**src/verilog/irq_src_pkg.sv**
```systemverilog
// constants, register map and field positions of the interrupt source block
package irq_src_pkg;
  localparam int ADDR_W = 12;
  localparam int DATA_W = 32;
  // apb byte offsets
  localparam logic [11:0] OFS_RESET_CAUSE = 12'h000;
  localparam logic [11:0] OFS_CTL_MAIN = 12'h004;
  localparam logic [11:0] OFS_CTL_SECOND = 12'h008;
  localparam logic [11:0] OFS_CTL_THIRD = 12'h00c;
  localparam logic [11:0] OFS_TIMER_CTL = 12'h010;
  localparam logic [11:0] OFS_TIMER_CNT = 12'h014;
  localparam logic [11:0] OFS_CONTEXT = 12'h018;
  localparam logic [11:0] OFS_RET_ADDR = 12'h01c;
  // reset cause register fields
  localparam int RC_PRIO_ON = 7;
  localparam int RC_SW_BOR = 6;
  localparam int RC_RESET_INSTR = 4;
  localparam int RC_WDT = 3;
  localparam int RC_PD = 2;
  localparam int RC_POR = 1;
  localparam int RC_BOR = 0;
  localparam logic [7:0] RC_WRITE_MASK = 8'hd3;
  localparam logic [7:0] RC_RST = 8'h1c;
  // bit 5 is unimplemented and reads 0
  localparam logic [7:0] RC_READ_MASK = 8'hdf;
  // main control fields
  localparam int M_GLOBAL_EN = 7;
  localparam int M_PERIPH_EN = 6;
  localparam int M_TMR_EN = 5;
  localparam int M_EXT0_EN = 4;
  localparam int M_PC_EN = 3;
  localparam int M_TMR_FLAG = 2;
  localparam int M_EXT0_FLAG = 1;
  localparam int M_PC_FLAG = 0;
  // second control fields
  localparam int S_EDGE0 = 6;
  localparam int S_EDGE1 = 5;
  localparam int S_EDGE2 = 4;
  localparam int S_TMR_PRIO = 2;
  localparam int S_PC_PRIO = 0;
  // third control fields
  localparam int T_EXT2_PRIO = 7;
  localparam int T_EXT1_PRIO = 6;
  localparam int T_EXT2_EN = 4;
  localparam int T_EXT1_EN = 3;
  localparam int T_EXT2_FLAG = 1;
  localparam int T_EXT1_FLAG = 0;
  // timer control fields
  localparam int TC_RUN = 7;
  localparam int TC_EIGHT_BIT = 6;
  localparam logic [7:0] MAIN_RST = 8'h00;
  localparam logic [7:0] SECOND_RST = 8'hf5;
  localparam logic [7:0] THIRD_RST = 8'hc0;
  localparam logic [7:0] TIMER_CTL_RST = 8'hc0;
endpackage

```
**src/verilog/irq_ctx_if.sv**
```systemverilog
// carrier between the source logic and the context shadow store
interface irq_ctx_if;
  logic take;
  logic [7:0] working_accumulator_in;
  logic [7:0] status_in;
  logic [7:0] bsr_in;
  logic [20:0] pc_in;
  logic [7:0] working_accumulator_sh;
  logic [7:0] status_sh;
  logic [7:0] bsr_sh;
  logic [20:0] ret_top;
  modport src (output take, working_accumulator_in, status_in, bsr_in, pc_in,
    input working_accumulator_sh, status_sh, bsr_sh, ret_top);
  modport store (input take, working_accumulator_in, status_in, bsr_in, pc_in,
    output working_accumulator_sh, status_sh, bsr_sh, ret_top);
endinterface

```
**src/verilog/irq_ctx_store.sv**
```systemverilog
// return address stack and fast return shadow registers
module irq_ctx_store #(
  parameter int DEPTH = 31
) (
  input wire logic clock,
  input wire logic rst_n,
  input wire logic pop,
  irq_ctx_if.store ctx
);
  localparam int PW = $clog2(DEPTH + 1);
  logic [20:0] stack_r [DEPTH];
  logic [PW-1:0] ptr_r;
  logic [7:0] w_r;
  logic [7:0] s_r;
  logic [7:0] b_r;
  wire full = (ptr_r == PW'(DEPTH));
  wire empty = (ptr_r == '0);

  always_ff @(posedge clock) begin
    if (ctx.take && !full) begin
      stack_r[ptr_r[PW-1:0]] <= ctx.pc_in;
    end
  end

  always_ff @(posedge clock) begin
    if (!rst_n) begin
      ptr_r <= '0;
      w_r <= 8'h00;
      s_r <= 8'h00;
      b_r <= 8'h00;
    end else if (ctx.take) begin
      // overflow keeps the pointer; the oldest entries are safe
      if (!full) ptr_r <= ptr_r + PW'(1);
      w_r <= ctx.working_accumulator_in;
      s_r <= ctx.status_in;
      b_r <= ctx.bsr_in;
    end else if (pop && !empty) begin
      ptr_r <= ptr_r - PW'(1);
    end
  end

  assign ctx.working_accumulator_sh = w_r;
  assign ctx.status_sh = s_r;
  assign ctx.bsr_sh = b_r;
  assign ctx.ret_top = empty ? 21'h000000 : stack_r[ptr_r - PW'(1)];
endmodule // irq_ctx_store

```
**src/verilog/irq_sources.sv**
```systemverilog
// external, timer and pin change interrupt sources with reset cause register
//
// Our own choices: register access over APB and the register offsets.
module irq_sources (
  input wire logic CLOCK,
  input wire logic RST_N,
  input wire logic PSEL,
  input wire logic PENABLE,
  input wire logic PWRITE,
  input wire logic [11:0] PADDR,
  input wire logic [31:0] PWDATA,
  output logic [31:0] PRDATA,
  output logic PREADY,
  output logic PSLVERR,
  input wire logic [7:0] PIN_GROUP_B,
  input wire logic TIMER_TICK,
  input wire logic RESET_INSTR_EVT,
  input wire logic WATCHDOG_EVT,
  input wire logic SLEEP_ENTER,
  input wire logic POWER_ON_RESET,
  input wire logic BROWNOUT_RESET,
  input wire logic SW_BOR_ALLOWED,
  input wire logic IRQ_ACK,
  input wire logic IRQ_RETURN,
  input wire logic [7:0] CORE_WORKING_ACCUMULATOR,
  input wire logic [7:0] CORE_STATUS,
  input wire logic [7:0] CORE_BSR,
  input wire logic [20:0] CORE_PC,
  output logic IRQ_HIGH,
  output logic IRQ_LOW,
  output logic WAKE,
  output logic SLEEPING,
  output logic [20:0] RETURN_ADDR
);
  // two stage synchronisers for pins
  logic [7:0] pin_s1_r;
  logic [7:0] pin_s2_r;
  logic [7:0] pin_d_r;
  logic [7:0] rc_r;
  logic [7:0] main_r;
  logic [7:0] second_r;
  logic [7:0] third_r;
  logic [7:0] tctl_r;
  logic [15:0] tcnt_r;
  logic [3:0] pc_ref_r;
  logic [2:0] wake_armed_r;
  logic sleep_r;
  logic por_seen_r;
  logic [31:0] rdata_r;
  logic [2:0] prime_r;

  irq_ctx_if ctx ();

  irq_ctx_store #(.DEPTH(31)) u_ctx (
    .clock(CLOCK),
    .rst_n(RST_N),
    .pop(IRQ_RETURN),
    .ctx(ctx)
  );

  function automatic logic edge_hit(input logic pol, input logic prev, input logic cur);
    edge_hit = pol ? (!prev && cur) : (prev && !cur);
  endfunction

  // apb decode
  wire acc = PSEL && PENABLE;
  wire wr = acc && PWRITE;
  wire hit_rc = (PADDR == irq_src_pkg::OFS_RESET_CAUSE);
  wire hit_main = (PADDR == irq_src_pkg::OFS_CTL_MAIN);
  wire hit_second = (PADDR == irq_src_pkg::OFS_CTL_SECOND);
  wire hit_third = (PADDR == irq_src_pkg::OFS_CTL_THIRD);
  wire hit_tctl = (PADDR == irq_src_pkg::OFS_TIMER_CTL);
  wire hit_tcnt = (PADDR == irq_src_pkg::OFS_TIMER_CNT);
  wire hit_ctx = (PADDR == irq_src_pkg::OFS_CONTEXT);
  wire hit_ret = (PADDR == irq_src_pkg::OFS_RET_ADDR);
  wire mapped = hit_rc | hit_main | hit_second | hit_third | hit_tctl | hit_tcnt
    | hit_ctx | hit_ret;

  // edge and change detection
  // a pin held high over reset would otherwise look like an edge
  wire sync_ok = &prime_r;
  wire ev_ext0 = sync_ok
    && edge_hit(second_r[irq_src_pkg::S_EDGE0], pin_d_r[0], pin_s2_r[0]);
  wire ev_ext1 = sync_ok
    && edge_hit(second_r[irq_src_pkg::S_EDGE1], pin_d_r[1], pin_s2_r[1]);
  wire ev_ext2 = sync_ok
    && edge_hit(second_r[irq_src_pkg::S_EDGE2], pin_d_r[2], pin_s2_r[2]);
  wire ev_pc = sync_ok && (pin_s2_r[7:4] != pc_ref_r);

  // timer overflow in either width
  wire t_run = tctl_r[irq_src_pkg::TC_RUN] && TIMER_TICK;
  wire t8 = tctl_r[irq_src_pkg::TC_EIGHT_BIT];
  wire ev_tmr = t_run && (t8 ? (tcnt_r[7:0] == 8'hff) : (tcnt_r == 16'hffff));
  wire [15:0] tcnt_inc = tcnt_r + 16'h0001;
  wire [15:0] tcnt_step = t8 ? {tcnt_r[15:8], tcnt_inc[7:0]} : tcnt_inc;

  // requests: flag and enable; priority routing
  wire rq_ext0 = main_r[irq_src_pkg::M_EXT0_FLAG] && main_r[irq_src_pkg::M_EXT0_EN];
  wire rq_ext1 = third_r[irq_src_pkg::T_EXT1_FLAG] && third_r[irq_src_pkg::T_EXT1_EN];
  wire rq_ext2 = third_r[irq_src_pkg::T_EXT2_FLAG] && third_r[irq_src_pkg::T_EXT2_EN];
  wire rq_tmr = main_r[irq_src_pkg::M_TMR_FLAG] && main_r[irq_src_pkg::M_TMR_EN];
  wire rq_pc = main_r[irq_src_pkg::M_PC_FLAG] && main_r[irq_src_pkg::M_PC_EN];
  wire prio_on = rc_r[irq_src_pkg::RC_PRIO_ON];
  wire p1 = third_r[irq_src_pkg::T_EXT1_PRIO];
  wire p2 = third_r[irq_src_pkg::T_EXT2_PRIO];
  wire pt = second_r[irq_src_pkg::S_TMR_PRIO];
  wire pp = second_r[irq_src_pkg::S_PC_PRIO];
  // ext zero joins the high group unconditionally
  wire any_hi = rq_ext0 | (rq_ext1 & p1) | (rq_ext2 & p2) | (rq_tmr & pt) | (rq_pc & pp);
  wire any_lo = (rq_ext1 & !p1) | (rq_ext2 & !p2) | (rq_tmr & !pt) | (rq_pc & !pp);
  wire any_rq = any_hi | any_lo;
  wire global_irq_enable = main_r[irq_src_pkg::M_GLOBAL_EN];
  wire peie = main_r[irq_src_pkg::M_PERIPH_EN];
  // compatibility mode: one level, all on the high line
  wire req_hi = prio_on ? (global_irq_enable && any_hi) : (global_irq_enable && any_rq);
  wire req_lo = prio_on && peie && any_lo;
  wire ext_wake = |(wake_armed_r & {rq_ext2, rq_ext1, rq_ext0});

  // register write data
  wire [7:0] wd = PWDATA[7:0];
  wire [7:0] hw_main = {5'h00, ev_tmr, ev_ext0, ev_pc} << irq_src_pkg::M_PC_FLAG;
  wire [7:0] main_set = main_r | hw_main;
  wire [7:0] main_nxt = (wr && hit_main) ? (wd | hw_main) : main_set;
  wire [7:0] third_hw = {6'h00, ev_ext2, ev_ext1};
  wire [7:0] third_nxt = (wr && hit_third) ? (wd | third_hw) : (third_r | third_hw);
  wire [7:0] rc_sw = (rc_r & ~irq_src_pkg::RC_WRITE_MASK) | (wd & irq_src_pkg::RC_WRITE_MASK);
  wire [7:0] rc_hw = {3'h0, RESET_INSTR_EVT, WATCHDOG_EVT, 3'h0};

  always_ff @(posedge CLOCK) begin
    if (!RST_N) begin
      pin_s1_r <= 8'h00;
      pin_s2_r <= 8'h00;
      pin_d_r <= 8'h00;
      pc_ref_r <= 4'h0;
      prime_r <= 3'h0;
    end else begin
      prime_r <= {prime_r[1:0], 1'b1};
      pin_s1_r <= PIN_GROUP_B;
      pin_s2_r <= pin_s1_r;
      pin_d_r <= pin_s2_r;
      pc_ref_r <= pin_s2_r[7:4];
    end
  end

  always_ff @(posedge CLOCK) begin
    if (!RST_N) begin
      main_r <= irq_src_pkg::MAIN_RST;
      second_r <= irq_src_pkg::SECOND_RST;
      third_r <= irq_src_pkg::THIRD_RST;
      tctl_r <= irq_src_pkg::TIMER_CTL_RST;
      tcnt_r <= 16'h0000;
    end else begin
      main_r <= main_nxt;
      third_r <= third_nxt;
      if (wr && hit_second) second_r <= wd;
      if (wr && hit_tctl) tctl_r <= wd;
      if (wr && hit_tcnt) tcnt_r <= PWDATA[15:0];
      else if (t_run) tcnt_r <= tcnt_step;
    end
  end

  // reset cause: RC_RST loads first; the reset inputs then decide the RC_POR, RC_BOR and RC_SW_BOR bits
  always_ff @(posedge CLOCK) begin
    if (!RST_N) begin
      rc_r <= irq_src_pkg::RC_RST;
      por_seen_r <= 1'b0;
    end else begin
      if (!por_seen_r) begin
        por_seen_r <= 1'b1;
        rc_r[irq_src_pkg::RC_POR] <= !POWER_ON_RESET;
        rc_r[irq_src_pkg::RC_BOR] <= !BROWNOUT_RESET;
        rc_r[irq_src_pkg::RC_SW_BOR] <= SW_BOR_ALLOWED;
      end else if (wr && hit_rc) begin
        rc_r <= rc_sw & ~rc_hw;
      end else begin
        rc_r <= rc_r & ~rc_hw;
      end
      if (SLEEP_ENTER) rc_r[irq_src_pkg::RC_PD] <= 1'b0;
    end
  end

  // sleep and wake: arming sampled on entry
  always_ff @(posedge CLOCK) begin
    if (!RST_N) begin
      sleep_r <= 1'b0;
      wake_armed_r <= 3'h0;
    end else if (SLEEP_ENTER && !sleep_r) begin
      sleep_r <= 1'b1;
      wake_armed_r <= {third_r[irq_src_pkg::T_EXT2_EN], third_r[irq_src_pkg::T_EXT1_EN],
        main_r[irq_src_pkg::M_EXT0_EN]};
    end else if (sleep_r && ext_wake) begin
      sleep_r <= 1'b0;
      wake_armed_r <= 3'h0;
    end
  end

  assign ctx.take = IRQ_ACK;
  assign ctx.working_accumulator_in = CORE_WORKING_ACCUMULATOR;
  assign ctx.status_in = CORE_STATUS;
  assign ctx.bsr_in = CORE_BSR;
  assign ctx.pc_in = CORE_PC;

  // read mux
  wire [7:0] rd_sel = hit_rc ? (rc_r & irq_src_pkg::RC_READ_MASK) :
    hit_main ? main_r :
    hit_second ? second_r :
    hit_third ? third_r :
    hit_tctl ? tctl_r :
    hit_tcnt ? tcnt_r[7:0] :
    hit_ctx ? ctx.working_accumulator_sh : 8'h00;
  wire [31:0] rd_wide = hit_tcnt ? {16'h0000, tcnt_r} :
    hit_ctx ? {8'h00, ctx.bsr_sh, ctx.status_sh, ctx.working_accumulator_sh} :
    hit_ret ? {11'h000, ctx.ret_top} : {24'h000000, rd_sel};

  // snapshot at the end of setup keeps zero wait; a flag set on that edge shows next read
  wire setup_rd = PSEL && !PENABLE && !PWRITE && mapped;

  always_ff @(posedge CLOCK) begin
    if (!RST_N) begin
      rdata_r <= 32'h00000000;
    end else begin
      rdata_r <= setup_rd ? rd_wide : 32'h00000000;
    end
  end

  assign PRDATA = rdata_r;
  assign PREADY = 1'b1;
  assign PSLVERR = acc && !mapped;
  // high vector taken only with global enable, low vector with the peripheral enable alone in priority mode; plain wake otherwise
  assign IRQ_HIGH = req_hi && !sleep_r;
  assign IRQ_LOW = req_lo && !sleep_r;
  assign WAKE = sleep_r && ext_wake;
  assign SLEEPING = sleep_r;
  assign RETURN_ADDR = ctx.ret_top;
endmodule // irq_sources

```
**config.mk**
```make
export PLATFORM = sky130hd
export DESIGN_NAME = irq_sources
export DESIGN_NICKNAME = d
export VERILOG_FILES = /design/src/verilog/irq_src_pkg.sv /design/src/verilog/irq_ctx_if.sv /design/src/verilog/irq_ctx_store.sv /design/src/verilog/irq_sources.sv
export SDC_FILE = /design/constraint.sdc
export NUM_CORES = 1
export LEC_CHECK = 0
export BUFFER_PORTS_ARGS = -buffer_cell sky130_fd_sc_hd__buf_2
export CAP_MARGIN = 10
export CORE_MARGIN = 4
export CORE_UTILIZATION = 45
export DETAILED_ROUTE_END_ITERATION = 6
export PLACE_DENSITY_LB_ADDON = 0.1
export SLEW_MARGIN = 20
export SYNTH_ARGS = -nofsm -noshare
export SYNTH_HDL_FRONTEND = slang
export SYNTH_SLANG_ARGS = --single-unit
```
**constraint.sdc**
```tcl
create_clock -name CLOCK -period 5.94 [get_ports CLOCK]
set_input_delay 0.594 -clock CLOCK [delete_from_list [all_inputs] [get_ports CLOCK]]
set_output_delay 0.594 -clock CLOCK [all_outputs]
set_load 0.02 [all_outputs]
```
==> flow_metrics.env <==
export IMPL_final_nets=2329
export IMPL_routabilityCongestion=0.883
export IMPL_wire_per_inst_um=26.4
export IMPL_dp_cells=3064
export IMPL_syn_to_final_growth_pct=13.8
export IMPL_p_per_area_mw_per_mm2=382
export IMPL_diodes=0
export IMPL_grt_overflow=0
export IMPL_synth_seq_cells=787
export IMPL_numCtsBuffers=85
export IMPL_post_route_cell_area_mm2=0.0365
export IMPL_path_class="reg -> out"
export IMPL_crit_path_max_fanout=45
export IMPL_setup_viol=0
export IMPL_maxCapViolCount=0
export IMPL_dieHeight_um=275
export IMPL_synth_cell_area_mm2=0.0320
export IMPL_synth_seq_area_share_pct=69.5
export IMPL_tritoncts="done"
export IMPL_period_share_pct=89.5
export IMPL_firstDrtPassIters=6
export IMPL_hold_viol=0
export IMPL_htreeDepth=3
export IMPL_yosys_most_used_dff="edfxtp_1"
export IMPL_dp_slack_ns=1.27
export IMPL_first_iter_violations=1450
export IMPL_hold_class="in -> reg"
export IMPL_fin_cells=3215
export IMPL_cts_path_max_buffers=3
export IMPL_ant_nets=0
export IMPL_setup_slack_ns=0.622
export IMPL_crit_required_ns=5.35
export IMPL_drv_slew=0
export IMPL_synthCells=2054
export IMPL_ios=170
export IMPL_grt_pass1_vias=18506
export IMPL_ys_warn_count=0
export IMPL_grt_max_degree=118
export IMPL_cts_sinks=787
export IMPL_totalPowerFinal_mw=13.9
export IMPL_rsz0062_at_grt="false"
export IMPL_multi_input_area_mm2=0.00922
export IMPL_ir_drop_mv=0.227
export IMPL_status="finished, final reports clean"
export IMPL_rows=97
export IMPL_max_slew_margin_pct=27.2
export IMPL_fin_tns_setup_ns=0
export IMPL_max_freq_mhz=188
export IMPL_drive_above_1_share_pct=22.2
export IMPL_synth_async_sr_flop_share_pct=0
export IMPL_grt_usage_pct=22.2
export IMPL_n_fill_cell=5890
export IMPL_cp_arrival_ns=4.72
export IMPL_path_clk_slew_ns=0.06
export IMPL_dieArea_mm2=0.0755
export IMPL_avgSynthCellArea_um2=15.6
export IMPL_drc=0
export IMPL_root_buffer="clkbuf_16"
export IMPL_start_util_pct=45.6
export IMPL_via_count=18514
export IMPL_synth_cell_types=78
export IMPL_vias_per_cell=5.76
export IMPL_register_area_mm2=0.0223
export IMPL_die_x_um=275
export IMPL_cts_resized=0
export IMPL_grt_pass1_wl_um=124000
export IMPL_routed_wl_um=84900
export IMPL_cp_start_kind="flop"
export IMPL_fin_util_pct=51.9
export IMPL_tightest_slew_ns=1.07
export IMPL_place_area_mm2=0.0338
export IMPL_p_leak_nw=12.5
export IMPL_clock_latency_ns=0.63
export IMPL_worst_setup_path_end_kind="output pin"
export IMPL_numPortBuffers=143
export IMPL_synth_edf_count=651
export IMPL_coreArea_mm2=0.0703
export IMPL_hpwl_um=51700
export IMPL_finalCriticalPeriod_ns=5.32
export IMPL_postCtsSetupRepairBufs=0
export IMPL_worst_clock_skew_ns=0.0181
export IMPL_antenna_found_initial=1
export IMPL_worst_hold_slack_ns=0.173
export IMPL_cts_hold_fix_buffers=0
## registers in the layout, summed over array words and instances (netlist names), 2 cells and up
register / cells
u_ctx.ctx.working_accumulator_sh: 8
u_ctx.ctx.status_sh: 8
wake_armed_r: 3
pc_ref_r: 4
pin_s1_r: 7
tcnt_r: 16
u_ctx.ptr_r: 5
u_ctx.stack_r: 651
rc_r: 7
pin_s2_r: 7
tctl_r: 8
main_r: 8
PRDATA: 24
third_r: 8
pin_d_r: 3
prime_r: 2
u_ctx.ctx.bsr_sh: 8
second_r: 8
## path summary, 6_finish.rpt
kind	startpoint	end	slack (ns)	cells after the start
worst min-delay path	PIN_GROUP_B[5]	pin_s1_r[5]	0.17	2
worst max-delay path	u_ctx.ptr_r[1]	RETURN_ADDR[8]	0.62	9
worst max register to register	u_ctx.ptr_r[1]	PRDATA[0]	1.68	10
worst min register to register	pin_s1_r[4]	pin_s2_r[4]	0.44	1
## cells in the final DEF (no fill, tap or decap), drive strengths merged, types with 25 or more instances in the layout
cell    synthesis  layout
and2           41      41
mux4           93      93
mux2i         157     157
and3           27      27
edfxtp        651     651
nor3           52      52
clkbuf         47     116
nand2         148     148
clkinv          0      25
nor2b          46      46
buf            80     190
o21ai          91      91
a21oi          76      76
nor2           79      79
dfxtp         136     136
nand3          36      36
mux2           31      31
## metal layers
metal / vias to the layer above / track usage [%] / part of all wire, %
met3: 138 / 3.64 / 5.4
met4: 0 / 6.76 / 3.1
met5: - / 0 / 0
li1: 8282 / - / -
met2: 556 / 36.9 / 48
met1: 9538 / 30.4 / 43
## logic make-up (layout without fill, tap and decap cells)
family / after synthesis / count (layout) / share of synthesized area [%]
and+or+nand+nor: 476 / 476 / 7.65
buffers and inverters: 138 / 352 / 2.24
AOI/OAI and AO/OA: 338 / 338 / 7.04
adders and majority gates: 7 / 7 / 0.273
DFF: 787 / 787 / 69.5
other: 2 / 9 / 0.0234
xor gates and xnor gates: 25 / 25 / 0.707
muxes: 281 / 281 / 12.5
## area by class of cell
cell class / instances / share of cell area [%]
clock buffer: 116 / 6.55
clock inverter: 35 / 0.735
inverter: 11 / 0.113
multi-input combinational: 1136 / 25.3
sequential: 787 / 61.1
tap: 940 / 3.23
timing repair buffer: 190 / 2.97
## power breakdown
part	switching, mW	internal, mW
logic	1.75	0.960
clock network	2.12	2.94
registers	0.0746	6.09
total	3.94	9.99
## cell usage after synthesis (all sizes together), types with 17 or more instances
| library cell | instances | area, µm² |
|---|---|---|
| nand3 | 36 | 195 |
| mux2i | 157 | 1570 |
| o22ai | 23 | 144 |
| nor3 | 52 | 300 |
| xor2 | 18 | 158 |
| a21boi | 17 | 128 |
| nand2 | 148 | 561 |
| a211oi | 23 | 173 |
| dfxtp | 136 | 2720 |
| buf | 80 | 499 |
| edfxtp | 651 | 19500 |
| clkbuf | 47 | 176 |
| o21ai | 91 | 459 |
| o211a | 17 | 170 |
| mux2 | 31 | 349 |
| and3 | 27 | 169 |
| a21oi | 76 | 384 |
| and2 | 41 | 262 |
| nor2 | 79 | 297 |
| mux4 | 93 | 2090 |
| a211o | 17 | 149 |
| nor2b | 46 | 288 |
## worst max-delay path: stages, from the launching register on
cell     delay, ns
dfxtp_1       0.62
inv_1         0.22
ha_4          0.85
buf_4         0.60
mux4_2        0.38
mux2i_1       0.42
o21ai_0       0.24
nor3_1        0.45
nor2_1        0.11
buf_2         0.20
No activity file was read; power rests on OpenSTA's default activity.
